[config.mk]
export PLATFORM = sky130hd
export DESIGN_NAME = srs_status_sync
export DESIGN_NICKNAME = d
export VERILOG_FILES = /design/src/common/srs_pkg.sv /design/src/hdl/srs_status_sync.sv /design/src/hdl/srs_scpi_reg.sv
export SDC_FILE = /design/constraint.sdc
export NUM_CORES = 1
export LEC_CHECK = 0
export BUFFER_PORTS_ARGS = -buffer_cell sky130_fd_sc_hd__buf_2
export CORE_MARGIN = 2
export CORE_UTILIZATION = 60
export DETAILED_ROUTE_END_ITERATION = 8
export MAX_ROUTING_LAYER = met4
export PLACE_DENSITY = 0.8
export SKIP_CTS_REPAIR_TIMING = 1
export SYNTH_ARGS = -nofsm -noshare
export SYNTH_HDL_FRONTEND = slang
export SYNTH_HIERARCHICAL = 1
export SYNTH_SLANG_ARGS = --single-unit
[constraint.sdc]
create_clock -name clock -period 3.3 [get_ports clock]
set_input_delay 0.33 -clock clock [delete_from_list [all_inputs] [get_ports clock]]
set_output_delay 0.33 -clock clock [all_outputs]
set_load 0.05 [all_outputs]
[src/common/srs_pkg.sv]
// Shared constants for the status report and synchronisation block.
// Assumes a 16-bit register port with word-aligned byte offsets.
package srs_pkg;
    // Register byte offsets on the register port.
    localparam logic [7:0] ADDR_STB = 8'h00;
    localparam logic [7:0] ADDR_SRE = 8'h04;
    localparam logic [7:0] ADDR_ESR = 8'h08;
    localparam logic [7:0] ADDR_ESE = 8'h0C;
    localparam logic [7:0] ADDR_PPE = 8'h10;
    localparam logic [7:0] ADDR_ERRQ = 8'h14;
    localparam logic [7:0] ADDR_OPER_COND = 8'h18;
    localparam logic [7:0] ADDR_OPER_PTR = 8'h1C;
    localparam logic [7:0] ADDR_OPER_NTR = 8'h20;
    localparam logic [7:0] ADDR_OPER_EVT = 8'h24;
    localparam logic [7:0] ADDR_OPER_EN = 8'h28;
    localparam logic [7:0] ADDR_QUES_COND = 8'h2C;
    localparam logic [7:0] ADDR_QUES_PTR = 8'h30;
    localparam logic [7:0] ADDR_QUES_NTR = 8'h34;
    localparam logic [7:0] ADDR_QUES_EVT = 8'h38;
    localparam logic [7:0] ADDR_QUES_EN = 8'h3C;
    localparam logic [7:0] ADDR_IRQ_STAT = 8'h40;
    localparam logic [7:0] ADDR_IRQ_MASK = 8'h44;
    // Status byte bit positions.
    localparam int STB_ERRQ = 2;
    localparam int STB_QUES = 3;
    localparam int STB_MAV = 4;
    localparam int STB_ESB = 5;
    localparam int STB_MSS = 6;
    localparam int STB_OPER = 7;
    // Event status register bit that marks operation complete.
    localparam int ESR_OPC = 0;
    // Interrupt status bit positions.
    localparam int IRQ_OPC = 0;
    localparam int IRQ_SRQ = 1;
    localparam int IRQ_ERR = 2;
    // Reset values of the SCPI transition filters.
    localparam logic [15:0] PTR_RESET = 16'hFFFF;
    localparam logic [15:0] NTR_RESET = 16'h0000;
    // Error code left behind by a query that the controller aborted.
    localparam logic [15:0] ERR_QUERY_INT = 16'hFE66;
    // Reply byte placed in the output queue by the completion query.
    localparam logic [7:0] REPLY_DONE = 8'h01;
    // Synchronisation states, one-hot.
    typedef enum logic [3:0] {
        SRS_IDLE = 4'h1,
        SRS_OPC_WAIT = 4'h2,
        SRS_QRY_WAIT = 4'h4,
        SRS_WAI_WAIT = 4'h8
    } srs_state_e;
endpackage : srs_pkg

[src/hdl/srs_status_sync.sv]
// Status byte, event status, SCPI summaries and completion handshake.
// Assumes command strobes and all status inputs share the clock domain.
//
// Chosen here: the plain strobed port and the register addresses.
`timescale 1ns/1ns
// Operation
// - Completion command sets OPC after pending work
// - Enable bit 0 routes OPC into ESB
// - Enable value 32 lets ESB request service
// - Enable value 16 lets MAV request service
// - Completion query holds, then queues value 1
// - Wait command holds commands until work done
// - Event status LSB one means work finished
// - Aborted query queues error -410
// - Status byte and enable form top level
// - Status byte gathers ESB and SCPI summaries
// - SCPI registers share one template
// - Individual status is parallel-enable masked byte
// - MAV follows output buffer holding reply
// - Status and error queue readable remotely
// - Enable bit 6 ignored; rising bits request
// - Event reads clear; enables keep values
// - MSS set while service requested
module srs_status_sync #(
    parameter int ERR_DEPTH = 4
) (
    input wire logic clock,
    input wire logic sys_rst,
    input wire logic [7:0] reg_addr,
    input wire logic [15:0] reg_wdata,
    input wire logic reg_wr,
    input wire logic reg_rd,
    output logic [15:0] reg_rdata,
    input wire logic cmd_opc,
    input wire logic cmd_opc_query,
    input wire logic cmd_wait,
    input wire logic ops_pending,
    input wire logic query_abort,
    input wire logic error_push,
    input wire logic [15:0] error_code,
    input wire logic [7:0] esr_events,
    input wire logic out_buf_avail,
    input wire logic [15:0] oper_cond,
    input wire logic [15:0] ques_cond,
    output logic cmd_hold,
    output logic reply_push,
    output logic [7:0] reply_data,
    output logic srq,
    output logic ist,
    output logic irq
);
    localparam int CW = $clog2(ERR_DEPTH + 1);
    localparam int PW = (ERR_DEPTH > 1) ? $clog2(ERR_DEPTH) : 1;
    localparam logic [CW-1:0] ERR_FULL = CW'(ERR_DEPTH);
    localparam logic [CW-1:0] ONE_C = CW'(1);
    localparam logic [PW-1:0] ONE_P = PW'(1);
    localparam logic [PW-1:0] LAST_P = PW'(ERR_DEPTH - 1);

    // Synchronisation state machine.
    srs_pkg::srs_state_e state;
    srs_pkg::srs_state_e next_state;
    // Event status, its enable, service enable and parallel poll enable.
    logic [7:0] esr;
    logic [7:0] ese;
    logic [7:0] sre;
    logic [7:0] ppe;
    // Assembled status byte and the masked bits that may request service.
    logic [7:0] stb;
    logic [7:0] srq_bits;
    logic [7:0] srq_prev;
    // Interrupt status and mask.
    logic [2:0] irq_stat;
    logic [2:0] irq_mask;
    logic [2:0] irq_set;
    // Error queue storage and pointers.
    logic [15:0] err_mem [ERR_DEPTH];
    logic [PW-1:0] err_head;
    logic [PW-1:0] err_tail;
    logic [CW-1:0] err_count;
    // Operation complete is reached in this cycle.
    logic opc_set;
    // Decoded register strobes.
    logic esr_rd;
    logic errq_rd;
    logic err_in;
    logic [15:0] err_word;
    logic err_pop;
    logic err_put;
    // SCPI register outputs.
    logic [15:0] op_ptr, op_ntr, op_evt, op_en;
    logic [15:0] qu_ptr, qu_ntr, qu_evt, qu_en;
    logic op_sum;
    logic qu_sum;

    // Operation register instance.
    srs_scpi_reg #(.WIDTH(16)) u_oper (
        .clock(clock),
        .sys_rst(sys_rst),
        .cond(oper_cond),
        .wdata(reg_wdata),
        .ptr_wr(reg_wr && reg_addr == srs_pkg::ADDR_OPER_PTR),
        .ntr_wr(reg_wr && reg_addr == srs_pkg::ADDR_OPER_NTR),
        .en_wr(reg_wr && reg_addr == srs_pkg::ADDR_OPER_EN),
        .event_rd(reg_rd && reg_addr == srs_pkg::ADDR_OPER_EVT),
        .ptr(op_ptr),
        .ntr(op_ntr),
        .event_bits(op_evt),
        .enable(op_en),
        .summary(op_sum)
    );

    // Questionable register instance, same template.
    srs_scpi_reg #(.WIDTH(16)) u_ques (
        .clock(clock),
        .sys_rst(sys_rst),
        .cond(ques_cond),
        .wdata(reg_wdata),
        .ptr_wr(reg_wr && reg_addr == srs_pkg::ADDR_QUES_PTR),
        .ntr_wr(reg_wr && reg_addr == srs_pkg::ADDR_QUES_NTR),
        .en_wr(reg_wr && reg_addr == srs_pkg::ADDR_QUES_EN),
        .event_rd(reg_rd && reg_addr == srs_pkg::ADDR_QUES_EVT),
        .ptr(qu_ptr),
        .ntr(qu_ntr),
        .event_bits(qu_evt),
        .enable(qu_en),
        .summary(qu_sum)
    );

    assign esr_rd = reg_rd && reg_addr == srs_pkg::ADDR_ESR;
    assign errq_rd = reg_rd && reg_addr == srs_pkg::ADDR_ERRQ;
    // Completion is reached once nothing overlapped is still running.
    assign opc_set = (state == srs_pkg::SRS_OPC_WAIT) && !ops_pending;
    // An aborted query takes precedence over a plain error push.
    assign err_in = query_abort || error_push;
    assign err_word = query_abort ? srs_pkg::ERR_QUERY_INT : error_code;
    assign err_pop = errq_rd && err_count != '0;
    // A full queue drops the new entry unless a read pops one in the same cycle.
    assign err_put = err_in && (err_count != ERR_FULL || err_pop);

    // Status byte assembly from all lower-level summaries.
    always_comb begin
        stb = 8'h00;
        stb[srs_pkg::STB_ERRQ] = err_count != '0;
        stb[srs_pkg::STB_QUES] = qu_sum;
        stb[srs_pkg::STB_MAV] = out_buf_avail;
        stb[srs_pkg::STB_ESB] = |(esr & ese);
        stb[srs_pkg::STB_MSS] = srq;
        stb[srs_pkg::STB_OPER] = op_sum;
    end

    // Bits that may request service; bit 6 never takes part.
    always_comb begin
        srq_bits = stb & sre;
        srq_bits[srs_pkg::STB_MSS] = 1'b0;
    end

    // Next state of the synchronisation machine.
    always_comb begin
        next_state = state;
        case (state)
            srs_pkg::SRS_IDLE: begin
                if (cmd_opc_query) begin
                    next_state = srs_pkg::SRS_QRY_WAIT;
                end else if (cmd_wait) begin
                    next_state = srs_pkg::SRS_WAI_WAIT;
                end else if (cmd_opc) begin
                    next_state = srs_pkg::SRS_OPC_WAIT;
                end
            end
            srs_pkg::SRS_OPC_WAIT: begin
                // Commands keep flowing while the completion is awaited.
                if (!ops_pending) begin
                    next_state = srs_pkg::SRS_IDLE;
                end
            end
            srs_pkg::SRS_QRY_WAIT, srs_pkg::SRS_WAI_WAIT: begin
                if (!ops_pending) begin
                    next_state = srs_pkg::SRS_IDLE;
                end
            end
            default: begin
                next_state = srs_pkg::SRS_IDLE;
            end
        endcase
    end

    // State register.
    always_ff @(posedge clock) begin
        if (sys_rst) begin
            state <= srs_pkg::SRS_IDLE;
        end else begin
            state <= next_state;
        end
    end

    // The parser is held while a query or a wait is outstanding.
    assign cmd_hold = state == srs_pkg::SRS_QRY_WAIT ||
        state == srs_pkg::SRS_WAI_WAIT;

    // Reply of the completion query: value 1 once work is done.
    always_ff @(posedge clock) begin
        if (sys_rst) begin
            reply_push <= 1'b0;
            reply_data <= 8'h00;
        end else begin
            reply_push <= state == srs_pkg::SRS_QRY_WAIT && !ops_pending;
            if (state == srs_pkg::SRS_QRY_WAIT && !ops_pending) begin
                reply_data <= srs_pkg::REPLY_DONE;
            end
        end
    end

    // Event status register: sticky, read clears, new events win.
    always_ff @(posedge clock) begin
        if (sys_rst) begin
            esr <= 8'h00;
        end else begin
            if (esr_rd) begin
                esr <= esr_events;
            end else begin
                esr <= esr | esr_events;
            end
            if (opc_set) begin
                esr[srs_pkg::ESR_OPC] <= 1'b1;
            end
        end
    end

    // Enable masks keep their values when read.
    always_ff @(posedge clock) begin
        if (sys_rst) begin
            ese <= 8'h00;
            sre <= 8'h00;
            ppe <= 8'h00;
        end else if (reg_wr) begin
            if (reg_addr == srs_pkg::ADDR_ESE) begin
                ese <= reg_wdata[7:0];
            end else if (reg_addr == srs_pkg::ADDR_SRE) begin
                sre <= reg_wdata[7:0];
            end else if (reg_addr == srs_pkg::ADDR_PPE) begin
                ppe <= reg_wdata[7:0];
            end
        end
    end

    // Service request: a newly set enabled bit raises it; it drops once
    // no enabled bit remains set.
    always_ff @(posedge clock) begin
        if (sys_rst) begin
            srq <= 1'b0;
            srq_prev <= 8'h00;
        end else begin
            srq_prev <= srq_bits;
            if (|(srq_bits & ~srq_prev)) begin
                srq <= 1'b1;
            end else if (srq_bits == 8'h00) begin
                srq <= 1'b0;
            end
        end
    end

    // Individual status: parallel-enable masked status byte.
    always_ff @(posedge clock) begin
        if (sys_rst) begin
            ist <= 1'b0;
        end else begin
            ist <= |(stb & ppe);
        end
    end

    // Error queue pointers and count.
    always_ff @(posedge clock) begin
        if (sys_rst) begin
            err_head <= '0;
            err_tail <= '0;
            err_count <= '0;
        end else begin
            if (err_put) begin
                err_tail <= (err_tail == LAST_P) ? '0 : err_tail + ONE_P;
            end
            if (err_pop) begin
                err_head <= (err_head == LAST_P) ? '0 : err_head + ONE_P;
            end
            if (err_put && !err_pop) begin
                err_count <= err_count + ONE_C;
            end else if (err_pop && !err_put) begin
                err_count <= err_count - ONE_C;
            end
        end
    end

    // Error queue storage.
    always_ff @(posedge clock) begin
        if (err_put) begin
            err_mem[err_tail] <= err_word;
        end
    end

    // Interrupt events: completion reached, service raised, error queued.
    assign irq_set = {err_put, srq_bits != 8'h00 && |(srq_bits & ~srq_prev),
        opc_set};

    // Sticky interrupt status, write one to clear, set wins.
    always_ff @(posedge clock) begin
        if (sys_rst) begin
            irq_stat <= 3'h0;
            irq_mask <= 3'h0;
            irq <= 1'b0;
        end else begin
            if (reg_wr && reg_addr == srs_pkg::ADDR_IRQ_STAT) begin
                irq_stat <= (irq_stat & ~reg_wdata[2:0]) | irq_set;
            end else begin
                irq_stat <= irq_stat | irq_set;
            end
            if (reg_wr && reg_addr == srs_pkg::ADDR_IRQ_MASK) begin
                irq_mask <= reg_wdata[2:0];
            end
            irq <= |(irq_stat & irq_mask);
        end
    end

    // Read data, one cycle after the strobe; unmapped reads give zero.
    always_ff @(posedge clock) begin
        if (sys_rst) begin
            reg_rdata <= 16'h0000;
        end else if (!reg_rd) begin
            reg_rdata <= 16'h0000;
        end else if (reg_addr == srs_pkg::ADDR_STB) begin
            reg_rdata <= {8'h00, stb};
        end else if (reg_addr == srs_pkg::ADDR_SRE) begin
            reg_rdata <= {8'h00, sre};
        end else if (reg_addr == srs_pkg::ADDR_ESR) begin
            reg_rdata <= {8'h00, esr};
        end else if (reg_addr == srs_pkg::ADDR_ESE) begin
            reg_rdata <= {8'h00, ese};
        end else if (reg_addr == srs_pkg::ADDR_PPE) begin
            reg_rdata <= {8'h00, ppe};
        end else if (reg_addr == srs_pkg::ADDR_ERRQ) begin
            reg_rdata <= (err_count != '0) ? err_mem[err_head] : 16'h0000;
        end else if (reg_addr == srs_pkg::ADDR_OPER_COND) begin
            reg_rdata <= oper_cond;
        end else if (reg_addr == srs_pkg::ADDR_OPER_PTR) begin
            reg_rdata <= op_ptr;
        end else if (reg_addr == srs_pkg::ADDR_OPER_NTR) begin
            reg_rdata <= op_ntr;
        end else if (reg_addr == srs_pkg::ADDR_OPER_EVT) begin
            reg_rdata <= op_evt;
        end else if (reg_addr == srs_pkg::ADDR_OPER_EN) begin
            reg_rdata <= op_en;
        end else if (reg_addr == srs_pkg::ADDR_QUES_COND) begin
            reg_rdata <= ques_cond;
        end else if (reg_addr == srs_pkg::ADDR_QUES_PTR) begin
            reg_rdata <= qu_ptr;
        end else if (reg_addr == srs_pkg::ADDR_QUES_NTR) begin
            reg_rdata <= qu_ntr;
        end else if (reg_addr == srs_pkg::ADDR_QUES_EVT) begin
            reg_rdata <= qu_evt;
        end else if (reg_addr == srs_pkg::ADDR_QUES_EN) begin
            reg_rdata <= qu_en;
        end else if (reg_addr == srs_pkg::ADDR_IRQ_STAT) begin
            reg_rdata <= {13'h0000, irq_stat};
        end else if (reg_addr == srs_pkg::ADDR_IRQ_MASK) begin
            reg_rdata <= {13'h0000, irq_mask};
        end else begin
            reg_rdata <= 16'h0000;
        end
    end

    // Checks on the completion handshake and the status byte.
    AST_OPC_SET: assert property (@(posedge clock) disable iff (sys_rst)
        opc_set |=> esr[srs_pkg::ESR_OPC] &&
        state == srs_pkg::SRS_IDLE)
        else $error("Completion did not set the OPC event bit.");
    AST_ESB_SUM: assert property (@(posedge clock) disable iff (sys_rst)
        stb[srs_pkg::STB_ESB] == |(esr & ese))
        else $error("Event summary differs from masked events.");
    AST_QRY_REPLY: assert property (@(posedge clock) disable iff (sys_rst)
        (state == srs_pkg::SRS_QRY_WAIT && !ops_pending) |=>
        reply_push && reply_data == srs_pkg::REPLY_DONE && !cmd_hold)
        else $error("Completion query did not queue its reply.");
    AST_WAI_HOLD: assert property (@(posedge clock) disable iff (sys_rst)
        (state == srs_pkg::SRS_IDLE && cmd_wait && !cmd_opc_query) |=>
        cmd_hold)
        else $error("Wait command did not hold the parser.");
    AST_SRQ_RISE: assert property (@(posedge clock) disable iff (sys_rst)
        |(srq_bits & ~srq_prev) |=> srq ##0 stb[srs_pkg::STB_MSS])
        else $error("Rising enabled bit did not request service.");
    AST_SRQ_NO6: assert property (@(posedge clock) disable iff (sys_rst)
        (!srq && (stb & sre & 8'hBF) == 8'h00) |=> !srq)
        else $error("Service requested with no enabled bit set.");
    AST_MAV: assert property (@(posedge clock) disable iff (sys_rst)
        stb[srs_pkg::STB_MAV] == out_buf_avail)
        else $error("MAV does not follow the output buffer.");
    AST_ESR_CLR: assert property (@(posedge clock) disable iff (sys_rst)
        (esr_rd && esr_events == 8'h00 && !opc_set) |=> esr == 8'h00)
        else $error("Event status read did not clear it.");
    AST_ERR_410: assert property (@(posedge clock) disable iff (sys_rst)
        (query_abort && err_count == '0 && !errq_rd) |=>
        err_count == ONE_C &&
        err_mem[err_head] == srs_pkg::ERR_QUERY_INT)
        else $error("Aborted query did not queue error -410.");
    AST_IST: assert property (@(posedge clock) disable iff (sys_rst)
        ##1 ist == |($past(stb) & $past(ppe)))
        else $error("Individual status does not match masked byte.");

    COV_OPC: cover property (@(posedge clock) disable iff (sys_rst)
        opc_set ##2 srq);
    COV_QRY: cover property (@(posedge clock) disable iff (sys_rst)
        state == srs_pkg::SRS_QRY_WAIT ##1 reply_push);
    COV_ERR: cover property (@(posedge clock) disable iff (sys_rst)
        query_abort ##1 stb[srs_pkg::STB_ERRQ]);
endmodule : srs_status_sync

[src/hdl/srs_scpi_reg.sv]
// One SCPI status register: condition, transition filters, event, enable.
// Assumes condition bits come from logic on the same clock.
`timescale 1ns/1ns
module srs_scpi_reg #(
    parameter int WIDTH = 16
) (
    input wire logic clock,
    input wire logic sys_rst,
    input wire logic [WIDTH-1:0] cond,
    input wire logic [WIDTH-1:0] wdata,
    input wire logic ptr_wr,
    input wire logic ntr_wr,
    input wire logic en_wr,
    input wire logic event_rd,
    output logic [WIDTH-1:0] ptr,
    output logic [WIDTH-1:0] ntr,
    output logic [WIDTH-1:0] event_bits,
    output logic [WIDTH-1:0] enable,
    output logic summary
);
    // Condition value of the previous cycle, for edge detection.
    logic [WIDTH-1:0] cond_prev;
    // Bits whose transition passes a filter in this cycle.
    logic [WIDTH-1:0] hits;

    assign hits = (cond & ~cond_prev & ptr) | (~cond & cond_prev & ntr);
    // Summary is the OR of enabled event bits.
    assign summary = |(event_bits & enable);

    // Filters and enable keep their values when read.
    always_ff @(posedge clock) begin
        if (sys_rst) begin
            ptr <= srs_pkg::PTR_RESET;
            ntr <= srs_pkg::NTR_RESET;
            enable <= '0;
            cond_prev <= '0;
        end else begin
            cond_prev <= cond;
            if (ptr_wr) begin
                ptr <= wdata;
            end
            if (ntr_wr) begin
                ntr <= wdata;
            end
            if (en_wr) begin
                enable <= wdata;
            end
        end
    end

    // Event bits are sticky; a read clears them but new hits win.
    always_ff @(posedge clock) begin
        if (sys_rst) begin
            event_bits <= '0;
        end else if (event_rd) begin
            event_bits <= hits;
        end else begin
            event_bits <= event_bits | hits;
        end
    end

    AST_EVT_RISE: assert property (@(posedge clock) disable iff (sys_rst)
        (|(cond & ~cond_prev & ptr)) |=> (|event_bits))
        else $error("Filtered rising condition did not set an event.");
endmodule : srs_scpi_reg

Word-level counts from Yosys, hierarchy flattened
Memory sizes are Yosys's and may differ from the RTL's. A register that Yosys moved wholly into a read port is not among the register bits.
Cells that the tools add are included.
- multiplexer cells: 40
- equality and inequality tests: 26
- bitwise operators: 32
- reductions and logical operators: 45
- add/sub/neg operators: 4
- operator list (operator ; number):
    two-way mux 16 bit ; 15
    AND 16 bit ; 10
    equality test 8 x 6 -> 1 bit (second input constant) ; 8
    inverter 16 bit ; 4
    OR 16 bit ; 4
    two-way mux 8 bit ; 6
    AND 8 bit ; 4
    equality test 8 x 5 -> 1 bit (second input constant) ; 4
    OR reduction 16 bit ; 2
    OR reduction 8 bit ; 3
    logical AND 1 bit ; 19
    equality test 8 x 4 -> 1 bit (second input constant) ; 2
    equality test 8 x 7 -> 1 bit (second input constant) ; 2
    zero test 8 bit ; 2
    two-way mux 4 bit ; 4
    two-way mux 3 bit ; 5
    OR reduction 3 bit ; 3
    equality test 8 x 3 -> 1 bit (second input constant) ; 1
    two-way mux 2 bit ; 4
    inverter 8 bit ; 1
    OR 8 bit ; 1
    case mux 4 bit (2 select lines) ; 1
    nonzero test 8 bit ; 1
    OR reduction 7 bit ; 1
    other kinds (24) ; 40
- memories kept: 1
- register bits after elaboration: 238
- output and inout port bits: 29
- word-level logic and storage cells: 178
- bits in writable memories: 64
- memory list (name ; depth ; width ; rd ports ; clocked after memory_dff ; write ports ; RTL line ; text):
    err_mem ; 4 ; 16 ; 1 ; 1 ; 1 ; srs_status_sync.sv:76 ; logic [15:0] err_mem [ERR_DEPTH];

Logic depth before layout (Yosys ltp)
- depth after elaboration: 19
- mapped depth: 11
- gate-level depth less buffers: 10

Hierarchy
The synthesis kept the hierarchy.
- modules (own cells, without submodules) (module ; area an instance (sq um) ; cells each ; sequential area each (sq um) ; instances):
    srs_status_sync ; 7621.1 ; 722 ; 3463.3 ; 1
    srs_scpi_reg ; 3054.2 ; 282 ; 1601.5 ; 2

Worst setup path after synthesis
No wires, ideal clock.
- path type: input to register
- start point: input port reg_addr[6]
- end point: register err_count[2]
- library setup time: 0.070 ns
- path buffers: 1
- slack: 0.490 ns
- stages on the path: 10
- arrival: 2.740 ns
- data required time: 3.230 ns
- cell sequence: buf_2 nor4b_1 nand4_1 a31oi_4 ha_1 inv_1 fa_1 xor2_1 or3_1 a21oi_1
- word-level cells in the longest chain between the ends: 8
- elaborated cells on any way between the ends: 11
- RTL lines (item ; RTL line ; text):
    start: declaration ; srs_status_sync.sv:29 ; input wire logic [7:0] reg_addr,
    equality test 8 x 5 -> 1 bit * ; srs_status_sync.sv:130 ; assign errq_rd = reg_rd && reg_addr == srs_pkg::ADDR_ERRQ;
    logical AND 1 bit * ; srs_status_sync.sv:130 ;
    logical AND 1 bit * ; srs_status_sync.sv:136 ; assign err_pop = errq_rd && err_count != '0;
    logical OR 1 bit * ; srs_status_sync.sv:138 ; assign err_put = err_in && (err_count != ERR_FULL || err_pop);
    logical AND 1 bit * ; srs_status_sync.sv:138 ;
    named net err_put ; srs_status_sync.sv:88 ; logic err_put;
    zero test 1 bit ; srs_status_sync.sv:286 ; end else if (err_pop && !err_put) begin
    logical AND 1 bit ; srs_status_sync.sv:286 ;
    nonzero test 2 bit (no source line) ; -- ;
    end signal: assignment ; srs_status_sync.sv:285 ; err_count <= err_count + ONE_C;
    end signal: assignment ; srs_status_sync.sv:287 ; err_count <= err_count - ONE_C;
    end: declaration ; srs_status_sync.sv:79 ; logic [CW-1:0] err_count;
Mark *: on every way through the listed nets, which the timed path passes. The rest lies on a longest branch.
A chain may end at the register's enable or synchronous reset.

Final worst setup path
- start point: register err_count[0]
- end point: register err_count[2]
- word-level cells in the longest chain between the ends: 7
- elaborated cells on any way between the ends: 14
- RTL lines (item ; RTL line):
    nonzero test 3 bit ; srs_status_sync.sv:136
    logical AND 1 bit ; srs_status_sync.sv:136
    logical OR 1 bit * ; srs_status_sync.sv:138
    logical AND 1 bit * ; srs_status_sync.sv:138
    named net err_put ; srs_status_sync.sv:88
    zero test 1 bit ; srs_status_sync.sv:286
    logical AND 1 bit ; srs_status_sync.sv:286
    nonzero test 2 bit (no source line) ; --
Mark *: on every way through the listed nets, which the timed path passes. The rest lies on a longest branch. The select of a mux whose other input is x is not followed.

==> results.cfg <==
[status]
status = finished, violations left
violations = negative hold slack

[critical_path]
worstReg2RegStart = err_count[0]
r2r-end = err_count[2]
ff2ff_path_depth = 9
worst_setup_path_start_kind = register
crit_path_end_kind = register
crit_arrival_ps = 3370
cp_max_fo = 9
worstPathRequired_ps = 3790
r2r_slack_ps = 410
crit_type = register to register

[routing]
wl_met1_um = 15300
first_pass_iters = 5
via_count = 10900
viasPerCell = 6.39
routed_wl_um = 39100
drc_errors = 0
drt_iter0_markers = 1037
top_layer = met4
wire_per_inst_um = 23.0
drtAntennaViolNets = 0
met3WireLength_um = 3820
wl_met2_um = 18200

[finish]
fin_nets = 1483
fillCellCount = 1686
area_delta_synth_final_pct = 13.3
layout_commonest_cell = dfxtp_1
multi_input_area_sq_um = 6460
final-seq-area_sq_um = 6670
design_area_sq_um = 15600
mostFrequentLayoutCells = dfxtp_1 (237), nor2_1 (141), buf_2 (110)
final_layout_size_suffix_gt1_share_pct = 19.4

[floorplan]
core_sq_um = 22600
die_h_um = 155
start_util_pct = 60.8
die_w_um = 155
die_area_sq_um = 24100
io_pins = 120
row_count = 55

[yosys]
synth_xor_area_share_pct = 0.255
synth_cell_types = 68
synth_area_sq_um = 13700
ys.flop_type = dfxtp_1
ys_seq_area_share_pct = 48.6
synthMuxAreaShare_pct = 14.5
syn_inst = 1286
ys_seq_elements = 301
synth_top_family_by_area = simple AND/OR/NAND/NOR gates
synthSimpleGateAreaFrac_pct = 18.3
synth_fa_ha_area_share_pct = 0.693
synth_edf_count = 64
yosys_warnings = 6
synth_compound_area_share_pct = 13.1
async_flop_share_pct = 0
postSynthAreaPerCell_sq_um = 10.7

[clock_tree]
clockBufferDepth = 3
cts.sinks = 301
numCtsBuffers = 31
clock_latency_ps = 560
cts_max_level = 1
cts-root-buf = clkbuf_16
cts_tree = done
path_clk_slew_ps = 60

[hold_path]
hold_class = primary input to register
hold_path_depth = 3
hold_start = esr_events[3]
hold_path_end = esr[3]

[power_and_ir_drop]
ir_worst_vdd_mv = 0.545
pwr_density_cell_nw_per_um2 = 574
power.leakage_uw = 0.00584

[timing]
worst_pin_slew_ps = 887
rsz0062_at_grt = no
slew_viol_final = 0
min_period_ps = 2890
fin_crit_sh_pct = 87.4
hold_slack_ps = -31.7
hold_viol_final = 5
setup_viol_count_final = 0
finalSetupTns_ps = 0
finalClockSkew_ps = 8.08
timing.fmax_ghz = 0.347
slew_headroom_pct = 40.0

[global_routing]
grt_overflow = 0
gr-usage-all-layers_pct = 33.2
grt_pass1_vias = 10700
grt_pass1_wl_um = 60000
grt_start_max_net_pins = 122
antenna_found_initial = 3

[placed_design]
globalplace.congestion = 0.994
place_hpwl_um = 27100
io_buffer_count = 112
placed_cell_area_sq_um = 14400

[run]
max_cap_violations = 0
==> Yosys cell counts, types with 32 or more instances <==
cell        n  share of area, %
nor2b_1    74               3.4
a21oi_1    63               2.3
dfxtp_1   237                35
nand3b_1   67               3.7
a211o_1    32               2.0
nand2b_1   33               1.5
mux4_2     38               6.2
a31oi_1    40               1.8
edfxtp_1   64                14
nor2_1    143               3.9
nand2_1    38               1.0
mux2i_1   107               7.8
==> layout make-up <==
type | instances | share of cell area [%]
tap | 285 | 2.29
clock inverter | 24 | 2.00
clock buffer | 34 | 5.12
inverter | 17 | 0.410
multi-input combinational | 884 | 41.5
antenna | 3 | 0.0483
sequential | 301 | 42.8
timing repair buffer | 150 | 5.73
==> worst max-delay path: stages, from the launching register on <==
cell	delay (ps)
dfxtp_1	430
or3_1	340
nand4_1	340
a31oi_4	390
ha_1	240
inv_1	60
fa_1	380
xor2_1	170
or3_1	310
a21oi_1	150
==> worst max-delay path by stage <==
stage,from,endpoint,slack [ps],depth (start not counted)
6_report,err_count[0],err_count[2],410,9
5_1_grt,err_count[0],err_count[2],190,9
4_1_cts,err_count[0],err_count[2],410,9
3_5_place_dp,reg_addr[3],err_count[2],310,11
3_3_place_gp,reg_addr[3],err_count[2],460,11
2_1_floorplan,reg_addr[6],err_count[2],490,10
==> power breakdown <==
group | switching (uW) | internal [uW] | leakage [uW]
logic | 634 | 380 | 0.00279
clock network | 1460 | 2290 | 0.000536
registers | 125 | 4030 | 0.00251
total | 2220 | 6700 | 0.00584
==> state kept, by name, summed over array words and instances (netlist names), 4 cells and up, named ones only <==
| signal | count |
|---|---|
| err_mem | 64 |
| ese | 8 |
| esr | 8 |
| ppe | 8 |
| reg_rdata | 16 |
| sre | 8 |
| srq_prev | 5 |
| state | 4 |
| u_oper/cond_prev | 16 |
| u_oper/enable | 16 |
| u_oper/event_bits | 16 |
| u_oper/ntr | 16 |
| u_oper/ptr | 16 |
| u_ques/cond_prev | 16 |
| u_ques/enable | 16 |
| u_ques/event_bits | 16 |
| u_ques/ntr | 16 |
| u_ques/ptr | 16 |
==> per-layer routing <==
metal	GRT usage [%]	vias to the layer above
met4	13.9	0
li1	-	4939
met5	-	-
met3	8.41	122
met1	41.5	5266
met2	52.0	530
==> per-stage QoR <==
step / instances / setup WS, ps / power [uW] / utilization [%] / hold slack [ps]
2_1_floorplan: 1292 / 490 / 4830 / - / 447
3_5_place_dp: 1637 / 310 / 5230 / 64.0 / 444
3_3_place_gp: 1637 / 457 / 5190 / 64.0 / 437
6_report: 1698 / 415 / 8920 / 68.9 / -31.7
5_1_grt: 1698 / 192 / 9220 / 68.9 / 0.708
4_1_cts: 1695 / 406 / 8960 / 68.9 / -47.3
==> logic make-up after synthesis <==
| family | Yosys count |
|---|---|
| other | 1 |
| buffers and inverters | 107 |
| AO/OA/AOI/OAI | 260 |
| multiplexers | 151 |
| AND/OR/NAND/NOR | 455 |
| adder cells (fa/ha/maj) | 7 |
| flip-flops | 301 |
| XOR/XNOR | 4 |
No activity file was read; power rests on OpenSTA's default activity.
